### src/lslc_pkg.sv
// constants for the led sink latch control block
package lslc_pkg;
  localparam int SHIFT_W = 25;
  localparam int LATCH_W = 24;
  localparam int SINKS_PER_GROUP = 8;
  localparam int BRIGHT_W = 7;
  localparam int SEL_BIT = 24;
  localparam int RED_LSB = 0;
  localparam int GREEN_LSB = 7;
  localparam int BLUE_LSB = 14;
  localparam int DETECT_LSB = 21;
  localparam int DETECT_W = 3;
  localparam logic SEL_ENABLE = 1'h0;
  localparam logic SEL_SETUP = 1'h1;
  localparam logic [23:0] ENABLE_RESET = 24'h000000;
  localparam logic [23:0] SETUP_RESET = 24'h000000;
  localparam int SYNC_STAGES = 3;
  localparam real CLK_PERIOD_NS = 40.0;
endpackage

### src/lslc_sync_edge.sv
// three-stage synchroniser with agreement filter and rising-edge pulse
`timescale 1ns/10ps
module lslc_sync_edge (
  // clock and reset
  input wire logic ref_clk,
  input wire logic rst_n,
  // pin side
  input wire logic pin_in,
  // filtered level and rising-edge pulse
  output logic level_out,
  output logic rise_out
);
  logic [2:0] stage_q;
  logic [2:0] stage_d;
  logic level_q;
  logic level_d;
  logic rise_q;
  logic rise_d;

  // stage 0 feeds only stage 1; the filter looks at stages 1 and 2
  always_comb begin
    stage_d = {stage_q[1:0], pin_in};
    level_d = level_q;
    if (stage_q[1] == stage_q[2]) begin
      level_d = stage_q[2];
    end
    rise_d = level_d & ~level_q;
  end

  always_ff @(posedge ref_clk) begin
    if (!rst_n) begin
      stage_q <= 3'h0;
      level_q <= 1'h0;
      rise_q <= 1'h0;
    end else begin
      stage_q <= stage_d;
      level_q <= level_d;
      rise_q <= rise_d;
    end
  end

  assign level_out = level_q;
  assign rise_out = rise_q;
endmodule

### src/lslc_top.sv
// led sink latch control: serial shift register, two latches, sink gating
`timescale 1ns/10ps
module lslc_top (
  // clock and reset
  input wire logic ref_clk,
  input wire logic rst_n,
  // serial host pins
  input wire logic serial_clk,
  input wire logic serial_in,
  input wire logic latch_strobe,
  input wire logic blank,
  output logic serial_out,
  // sink gates
  output logic [7:0] red_sink,
  output logic [7:0] green_sink,
  output logic [7:0] blue_sink,
  // analog current and detection settings
  output logic [6:0] red_brightness,
  output logic [6:0] green_brightness,
  output logic [6:0] blue_brightness,
  output logic [2:0] detect_select,
  output logic open_led_detect,
  output logic short_led_detect
);
  logic sclk_rise;
  logic strobe_rise;
  logic din_lvl;
  logic blank_lvl;
  logic [lslc_pkg::SHIFT_W-1:0] shift_q;
  logic [lslc_pkg::SHIFT_W-1:0] shift_d;
  logic [lslc_pkg::LATCH_W-1:0] sink_enable_latch_q;
  logic [lslc_pkg::LATCH_W-1:0] sink_enable_latch_d;
  logic [lslc_pkg::LATCH_W-1:0] group_setup_latch_q;
  logic [lslc_pkg::LATCH_W-1:0] group_setup_latch_d;
  logic [lslc_pkg::LATCH_W-1:0] gated_q;
  logic [lslc_pkg::LATCH_W-1:0] gated_d;
  logic [lslc_pkg::LATCH_W-1:0] shift_low;

  lslc_sync_edge u_sclk (
    .ref_clk(ref_clk),
    .rst_n(rst_n),
    .pin_in(serial_clk),
    .level_out(),
    .rise_out(sclk_rise)
  );

  lslc_sync_edge u_strobe (
    .ref_clk(ref_clk),
    .rst_n(rst_n),
    .pin_in(latch_strobe),
    .level_out(),
    .rise_out(strobe_rise)
  );

  // data passes the same filter so it lines up with the clock edge pulse
  lslc_sync_edge u_din (
    .ref_clk(ref_clk),
    .rst_n(rst_n),
    .pin_in(serial_in),
    .level_out(din_lvl),
    .rise_out()
  );

  lslc_sync_edge u_blank (
    .ref_clk(ref_clk),
    .rst_n(rst_n),
    .pin_in(blank),
    .level_out(blank_lvl),
    .rise_out()
  );

  function automatic logic [6:0] field7(input logic [23:0] w, input int lsb);
    field7 = w[lsb +: lslc_pkg::BRIGHT_W];
  endfunction

  function automatic logic [7:0] sink_group(input logic [23:0] w, input int grp);
    sink_group = w[grp * lslc_pkg::SINKS_PER_GROUP +: lslc_pkg::SINKS_PER_GROUP];
  endfunction

  // top code bit splits open detection from short detection
  function automatic logic is_short_code(input logic [2:0] code);
    is_short_code = code[lslc_pkg::DETECT_W-1];
  endfunction

  // shift register group
  always_comb begin
    shift_d = shift_q;
    if (sclk_rise) begin
      shift_d = {shift_q[lslc_pkg::SHIFT_W-2:0], din_lvl};
    end
  end

  always_ff @(posedge ref_clk) begin
    if (!rst_n) begin
      shift_q <= '0;
    end else begin
      shift_q <= shift_d;
    end
  end

  assign shift_low = shift_q[lslc_pkg::LATCH_W-1:0];

  // latch group: the selector bit steers one transfer per strobe edge
  always_comb begin
    sink_enable_latch_d = sink_enable_latch_q;
    group_setup_latch_d = group_setup_latch_q;
    if (strobe_rise) begin
      if (shift_q[lslc_pkg::SEL_BIT] == lslc_pkg::SEL_ENABLE) begin
        sink_enable_latch_d = shift_low;
      end else begin
        group_setup_latch_d = shift_low;
      end
    end
  end

  // power-up contents have no defined value; zero keeps sinks dark until loaded
  always_ff @(posedge ref_clk) begin
    if (!rst_n) begin
      sink_enable_latch_q <= lslc_pkg::ENABLE_RESET;
      group_setup_latch_q <= lslc_pkg::SETUP_RESET;
    end else begin
      sink_enable_latch_q <= sink_enable_latch_d;
      group_setup_latch_q <= group_setup_latch_d;
    end
  end

  // blank wins over the latch contents
  always_comb begin
    gated_d = blank_lvl ? '0 : sink_enable_latch_q;
  end

  always_ff @(posedge ref_clk) begin
    if (!rst_n) begin
      gated_q <= '0;
    end else begin
      gated_q <= gated_d;
    end
  end

  assign serial_out = shift_q[lslc_pkg::SHIFT_W-1];
  assign red_sink = sink_group(gated_q, 0);
  assign green_sink = sink_group(gated_q, 1);
  assign blue_sink = sink_group(gated_q, 2);
  // brightness feeds the current dacs straight from the latch, no extra event
  assign red_brightness = field7(group_setup_latch_q, lslc_pkg::RED_LSB);
  assign green_brightness = field7(group_setup_latch_q, lslc_pkg::GREEN_LSB);
  assign blue_brightness = field7(group_setup_latch_q, lslc_pkg::BLUE_LSB);
  assign detect_select = group_setup_latch_q[lslc_pkg::DETECT_LSB +: lslc_pkg::DETECT_W];
  assign open_led_detect = ~is_short_code(detect_select);
  assign short_led_detect = is_short_code(detect_select);
endmodule

### config.mk
export PLATFORM = sky130hd
export DESIGN_NAME = lslc_top
export DESIGN_NICKNAME = d
export VERILOG_FILES = /design/src/lslc_pkg.sv /design/src/lslc_sync_edge.sv /design/src/lslc_top.sv
export SDC_FILE = /design/constraint.sdc
export NUM_CORES = 1
export LEC_CHECK = 0
export ABC_AREA = 1
export BUFFER_PORTS_ARGS = -buffer_cell sky130_fd_sc_hd__buf_2
export CAP_MARGIN = 20
export CELL_PAD_IN_SITES_DETAIL_PLACEMENT = 2
export CELL_PAD_IN_SITES_GLOBAL_PLACEMENT = 2
export CORE_MARGIN = 4
export CORE_UTILIZATION = 29
export DETAILED_ROUTE_END_ITERATION = 10
export GPL_TIMING_DRIVEN = 0
export HOLD_SLACK_MARGIN = 0.12
export PLACE_DENSITY_LB_ADDON = 0.1
export SLEW_MARGIN = 20
export SYNTH_ARGS = -nofsm -noshare
export SYNTH_HDL_FRONTEND = slang
export SYNTH_SLANG_ARGS = --single-unit
export TNS_END_PERCENT = 10
### constraint.sdc
create_clock -name ref_clk -period 0.95 [get_ports ref_clk]
set_input_delay 0.2375 -clock ref_clk [delete_from_list [all_inputs] [get_ports ref_clk]]
set_output_delay 0.2375 -clock ref_clk [all_outputs]
set_load 0.05 [all_outputs]
Word-level counts from Yosys, hierarchy flattened
Cells that the tools add are included.
{ "word_totals": {"wordCells": 30, "register_bits": 115, "out_inout_bits": 51, "inputBits": 6} }
{ "op_classes": {"eq_ne": 4, "n_reduce_logical": 3, "bitwise": 7, "muxes": 2} }
{ "op_table": {"columns": ["operator", "count"], "rows": [
  ["1-bit inverter", 5],
  ["1-bit == test", 4],
  ["2-bit AND reduction", 2],
  ["1-bit AND", 2],
  ["1-bit 2-to-1 mux", 2],
  ["2-bit OR reduction", 1]
]} }

Depth between registers and ports, before layout
Gate-level depths: netlist of run 1.
{ "depth": {"word_depth": 3, "depth_mapped": 6, "depth_no_buf": 4} }

By module
From an unflattened synthesis of run 1, not the netlist that was laid out.
{ "hier_totals": {"cells_unflattened": 493, "area_unflattened_um2": 3987.6} }
{ "modules_own_cells": {"columns": ["module", "area_per_inst_um2", "seq_area_each_um2", "instances", "cells_per_inst"], "rows": [
  ["lslc_top", 3382.0, 1941.9, 1, 425],
  ["lslc_sync_edge", 151.4, 100.1, 4, 17]
]} }

Worst setup path before layout of run 1
Ideal clock, no wire load.
{ "synth_timing": {"kind": "reg2reg", "startpoint": "register shift_q[24] (netlist name)", "endpoint": "register group_setup_latch_q[10] (netlist name)", "t_required_ns": 0.818, "arrival_ns": 1.293, "stages_incl_launch_ff": 6, "setup_time_ns": 0.132, "path_buffers": 2, "period_less_slack_ns": 1.425, "setup_slack_ns": -0.475, "cell_sequence": "dfxtp_1 > buf_2 > nand2_1 > buf_2 > nand2_1 > a21oi_1"} }
{ "synth_via": {"elab_chain_len": 1} }
{ "synth_lines": {"columns": ["item", "line_no", "source"], "rows": [
  ["start: declaration", "lslc_top.sv:29", "logic [lslc_pkg::SHIFT_W-1:0] shift_q;"],
  ["start signal: assignment", "lslc_top.sv:97", "shift_q <= shift_d;"],
  ["2-bit AND reduction (no source line)", null, null],
  ["end signal: assignment", "lslc_top.sv:120", "group_setup_latch_q <= lslc_pkg::SETUP_RESET;"],
  ["end signal: assignment", "lslc_top.sv:123", "group_setup_latch_q <= group_setup_latch_d;"],
  ["end: declaration", "lslc_top.sv:33", "logic [lslc_pkg::LATCH_W-1:0] group_setup_latch_q;"]
]} }
Every way passes these cells.
A chain may end at the register's enable or synchronous reset.

Worst setup path after layout of run 1
{ "layout_timing": {"startpoint": "register group_setup_latch_q[23] (netlist name)", "endpoint": "output port detect_select[2]"} }
{ "layout_rtl": {"columns": ["item", "line_no", "source"], "rows": [
  ["end: declaration", "lslc_top.sv:21", "output logic [2:0] detect_select,"]
]} }
No word-level cell between the ends.

==> impl_metrics.ini, run 1 <==
[status]
outcome = finished with violations
violations = setup timing

[worst_setup_path]
worstSetupStartpointType = flop
crit_arrival_ns = 1.01
cp_max_fo = 4
critPathKind = reg -> out
end_kind = primary output
cp.required_ns = 0.71

[yosys]
syn-cell-area_um2 = 3920
ys_warn_count = 0
avgSynthCellArea_um2 = 8.08
synthCells = 485
synthesis.nets = 491
ys_types = 16
ys_seq_area_share_pct = 58.8
yosys-top-cells-area = dfxtp_1 59%, nor2_1 7.5%, a21oi_1 6.8%, nand3_1 6.1%, inv_1 6.1%
synth_top_area_share_pct = 58.8
synth.largest_area_cell = dfxtp_1
synth-seq-cells = 115

[floorplan]
core_um2 = 13200
start_util_pct = 29.6
rows = 42
io_pins = 57
die_h_um = 124
die_w_um = 124
dieArea_um2 = 15400

[finish]
drive_above_1_share_pct = 39.7
layout_commonest_cell = nor2_1
final_cell_mix = 64 x nor2_1, 63 x inv_1, 63 x dfxtp_1
post-route-util_pct = 46.7
fin_area_um2 = 6190
fin_nets = 590
insertedDiodeCount = 0
area_growth_pct = 58.0
fillers = 1417

[clock_network]
cts_buffers = 17
ctsLongestPathBuffers = 2
htree_levels = 4
cts_tree = built
cts_sinks = 115
clockRootBuffer = clkbuf_16
clkTransAtPathRegs_ns = 0.05
clk_latency_ns = 0.41

[drt]
drc = 0
wl_per_cell_um = 16.3
ant_nets = 0
drt_iter0_drc = 87
first_pass_iters = 4
via_per_inst = 4.47
vias = 3441
totalWireLength_mm = 12.6

[grt]
grt_max_degree = 17
grt_usage_pct = 16.1
grt_pass1_wl_mm = 19.8
grt_pass1_vias = 3859
grt_remaining_overflow = 0
antenna_found_initial = 0

[power_and_ir_drop]
clockPowerShare_pct = 52.8
p_sw_mw = 2.29
power-per-cell-area_nw_per_um2 = 1760
p_total_mw = 10.9
ir_drop_mv = 1.19
pwr-share-seq_pct = 44.8
p_leak_nw = 2.43
p_sw_share_pct = 21.0
power_frac_comb_pct = 2.5
p_int_mw = 8.60

[worst_hold_path]
holdCritPathClass = in -> reg

[sta]
final-hold-violation-count = 0
worst_slack_ns = -0.300
fmax_mhz = 800
finalSetupTns_ns = -14.25
fin_crit_sh_pct = 132
hold-worst-slack_ns = 0.250
setup_viol = 120
post-route-min-period_ns = 1.25
fin_skew_ns = 0.00592
rsz0062_at_grt = yes
slew_headroom_pct = 60.2
drv_slew = 0
worstMarginPinSlew_ns = 0.596

[job]
timing.max_cap.violations = 0

[placed_design]
post-dp-hpwl_mm = 7.93
portBuffers = 56
gp_congestion = 0.782
place_area_um2 = 4490
repair_timing:
item | 4_1_cts | 5_1_grt
setup endpoints to repair | 145 | 141
gates resized for setup | 247 | 55
setup buffers | 9 | 6
pin swaps | 38 | 7
hold endpoints to repair | 4 | 0
hold buffers | 4 | 0
cloned | 4 | 1
kinds of logic after synthesis:
group	synth area share, %
and+or+nand+nor	20.2
DFF	58.8
buffers and inverters	10.6
AOI/OAI and AO/OA	10.5
path summary, 6_finish.rpt:
| check | from | slack, ns | cells after the start | end |
|---|---|---|---|---|
| min | rst_n | 0.25 | 3 | group_setup_latch_q[4] |
| max reg2reg | shift_q[24] | -0.18 | 5 | group_setup_latch_q[21] |
| max | group_setup_latch_q[23] | -0.30 | 2 | detect_select[2] |
| min reg2reg | u_sclk.stage_q[0] | 0.41 | 2 | u_sclk.stage_q[1] |
critical path, cell delays in order (launching register included):
cell and delay [ns]:
dfxtp_4 0.35, buf_6 0.11, buf_8 0.14
state kept, by name (all words and copies together) (netlist names), 3 cells and up:
| register | cells |
|---|---|
| shift_q | 25 |
| gated_q | 24 |
| group_setup_latch_q | 24 |
| sink_enable_latch_q | 24 |
| u_blank.stage_q | 3 |
| u_din.stage_q | 3 |
| u_sclk.stage_q | 3 |
| u_strobe.stage_q | 3 |
Yosys cell counts (all sizes together):
cell type,count
nor2,79
a21oi,53
dfxtp,115
clkbuf,10
nand3,48
or2,1
o21ai,29
nand3b,2
nand2,61
inv,65
buf,22
per-stage QoR:
stage                     std cells  setup WS (ns)
after global placement          717         -0.337
final                           770         -0.300
after CTS                       763         -0.307
after global routing            770         -0.340
after floorplan                 485        -0.0765
after detailed placement        717         -0.399
power groups by stage:
stage                     Combinational [mW]  Sequential (mW)  Clock [mW]
after global placement                 0.214             4.97           0
after detailed placement               0.220             4.98           0
final                                  0.267             4.87        5.75
after global routing                   0.299             4.87        6.14
after CTS                              0.257             4.87        5.86
after floorplan                        0.138             4.98           0
per-layer routing:
metal | vias to the layer above | routed length (µm) | part of all wire [%] | global-route usage (%)
met1 | 1661 | 5530 | 44 | 19.3
met4 | 0 | 186 | 1.5 | 5.93
li1 | 1714 | - | - | -
met2 | 53 | 6510 | 52 | 27.6
met3 | 13 | 352 | 2.8 | 4.38
met5 | - | 0 | 0 | 0
cell type report:
type | count | area (µm²) | area share, %
flip-flops and latches | 115 | 2370 | 38.4
multi-input cells | 273 | 1430 | 23.1
repair buffers | 80 | 1080 | 17.4
clock buffers | 22 | 464 | 7.50
plain buffers | 32 | 310 | 5.01
inverters | 65 | 251 | 4.06
well taps | 176 | 220 | 3.56
clock inverters | 7 | 60.1 | 0.970
Note: power is estimated with default switching activity, not from simulation.
==> run 2, diff against run 1 <==
==> constraint.sdc (replaced) <==
create_clock -name ref_clk -period 0.95 [get_ports ref_clk]
set_input_delay 0.0475 -clock ref_clk [delete_from_list [all_inputs] [get_ports ref_clk]]
set_output_delay 0.0475 -clock ref_clk [all_outputs]
set_load 0.05 [all_outputs]
==> run 2 against run 1 <==
Net effect: the flow still finishes with violations (setup timing); clock skew barely moved; hold slack got worse by 0.079 ns; first-iteration DRC count fell by 1.1%; clock-buffer cell count rose by 2; power rose by 8.0%; register-to-register slack improved by 0.08 ns; non-clock buffer count fell by 13; maximum frequency rose by 19%; design area fell by 5.3%; via count fell by 0.90%; die area did not move; critical path type unchanged; critical endpoint unchanged; largest cell class unchanged; largest power group unchanged.
==> impl_metrics.ini, run 2 (same netlist as run 1, synthesis figures left out) <==
[status]
outcome = finished with violations
violations = setup timing

[finish]
area_growth_pct = 49.6
layout_commonest_cell = nor2_1
multi_input_area_um2 = 1260
regMostFlops = shift_q
fin_nets = 577
ff_latch_area_um2 = 2370
largest_reg_flops = 25
fin_area_um2 = 5860
drive_above_1_share_pct = 31.3
insertedDiodeCount = 0
fillers = 1439
final_cell_mix = 74 x nor2_1, 68 x dfxtp_1, 62 x inv_1

[clock_network]
cts_sinks = 115
ctsLongestPathBuffers = 2
cts_buffers = 17
clockRootBuffer = clkbuf_16
clk_latency_ns = 0.40
htree_levels = 4
cts_tree = built
clkTransAtPathRegs_ns = 0.05

[power_and_ir_drop]
p_int_mw = 9.42
power_frac_comb_pct = 2.1
power-per-cell-area_nw_per_um2 = 2010
clockPowerShare_pct = 56.4
p_sw_mw = 2.33
p_sw_share_pct = 19.9
p_leak_nw = 2.35
pwr-share-seq_pct = 41.4
ir_drop_mv = 1.07

[placed_design]
place_area_um2 = 4460
portBuffers = 56
gp_congestion = 0.762
dp_slack_ns = -0.328
post-dp-hpwl_mm = 7.94

[sta]
final-hold-violation-count = 0
fin_crit_sh_pct = 111
drv_slew = 0
rsz0062_at_grt = yes
fin_skew_ns = 0.00572
fmax_mhz = 949
post-route-min-period_ns = 1.05
worstMarginPinSlew_ns = 0.525
slew_headroom_pct = 65.0
worst_slack_ns = -0.103
setup_viol = 57

[drt]
drc = 0
via_per_inst = 4.49
first_pass_iters = 4
vias = 3410
ant_nets = 0
drt_iter0_drc = 86
wl_per_cell_um = 15.6
totalWireLength_mm = 11.8

[grt]
grt_remaining_overflow = 0
grt_usage_pct = 15.6
grt_pass1_vias = 3641
antenna_found_initial = 0
grt_pass1_wl_mm = 19.2
grt_max_degree = 17

[worst_setup_path]
rrSetupSlack_ns = -0.10
end_kind = primary output
cp.required_ns = 0.90
cp_max_fo = 4
worstSetupStartpointType = flop
crit_arrival_ns = 1.01
critPathKind = reg -> out

[floorplan]
io_pins = 57
start_util_pct = 29.6
die_w_um = 124
rows = 42
dieArea_um2 = 15400
core_um2 = 13200
die_h_um = 124

[worst_hold_path]
holdCritPathClass = in -> reg

[job]
timing.max_cap.violations = 0
==> run 2: per-stage QoR <==
| stage | utilization (%) | hold slack (ns) | std cells | power, mW | setup TNS, ns |
|---|---|---|---|---|---|
| 2_1_floorplan | - | 0.145 | 485 | 5.12 | -3.91 |
| 5_1_grt | 44.2 | 0.185 | 760 | 12.2 | -7.28 |
| 4_1_cts | 43.1 | 0.176 | 758 | 11.9 | -3.84 |
| 3_5_place_dp | 33.7 | 0.236 | 717 | 5.20 | -17.64 |
| 3_3_place_gp | 33.7 | 0.231 | 717 | 5.19 | -14.87 |
| 6_report | 44.2 | 0.172 | 760 | 11.8 | -3.53 |
==> run 2: power by group through the flow <==
| stage | Sequential (mW) | Clock, mW | Combinational [mW] |
|---|---|---|---|
| after detailed placement | 4.98 | 0 | 0.221 |
| final | 4.87 | 6.63 | 0.253 |
| after floorplan | 4.98 | 0 | 0.137 |
| after CTS | 4.87 | 6.79 | 0.256 |
| after global placement | 4.97 | 0 | 0.211 |
| after global routing | 4.87 | 7.01 | 0.284 |
==> run 2: path summary, 6_finish.rpt <==
check	startpoint	endpoint	cells past startpoint
min	rst_n	gated_q[0]	4
min reg2reg	u_sclk.stage_q[0]	u_sclk.stage_q[1]	2
max reg2reg	shift_q[24]	group_setup_latch_q[17]	4
max	group_setup_latch_q[23]	detect_select[2]	2
==> run 2: area by class of cell <==
type / instances / area share, %
clock buffer: 24 / 8.58
multi-input combinational: 273 / 21.6
tap: 176 / 3.76
clock inverter: 8 / 2.07
buffer: 31 / 4.76
timing repair buffer: 68 / 14.5
inverter: 65 / 4.29
sequential: 115 / 40.4
==> run 2: worst max-delay path, stage by stage (launching register included) <==
cell and delay [ns]:
dfxtp_4 0.35, buf_6 0.11, buf_8 0.14
==> run 2: timing repair <==
| item | 4_1_cts | 5_1_grt |
|---|---|---|
| endpoints found under the setup margin | 144 | 131 |
| resized for setup | 189 | 45 |
| buffers inserted | 3 | 0 |
| cloned | 1 | 2 |
| endpoints found under the hold margin | 15 | 0 |
| hold buffers | 6 | 0 |
| pin swaps | 7 | 6 |
==> run 2: routing by layer <==
metal  part of all wire, %  wire, µm  track usage (%)
met3                   3.2       377             3.78
met1                    45      5330             18.9
met4                   1.0       121             5.22
met5                     0         0                0
met2                    51      6000             26.8
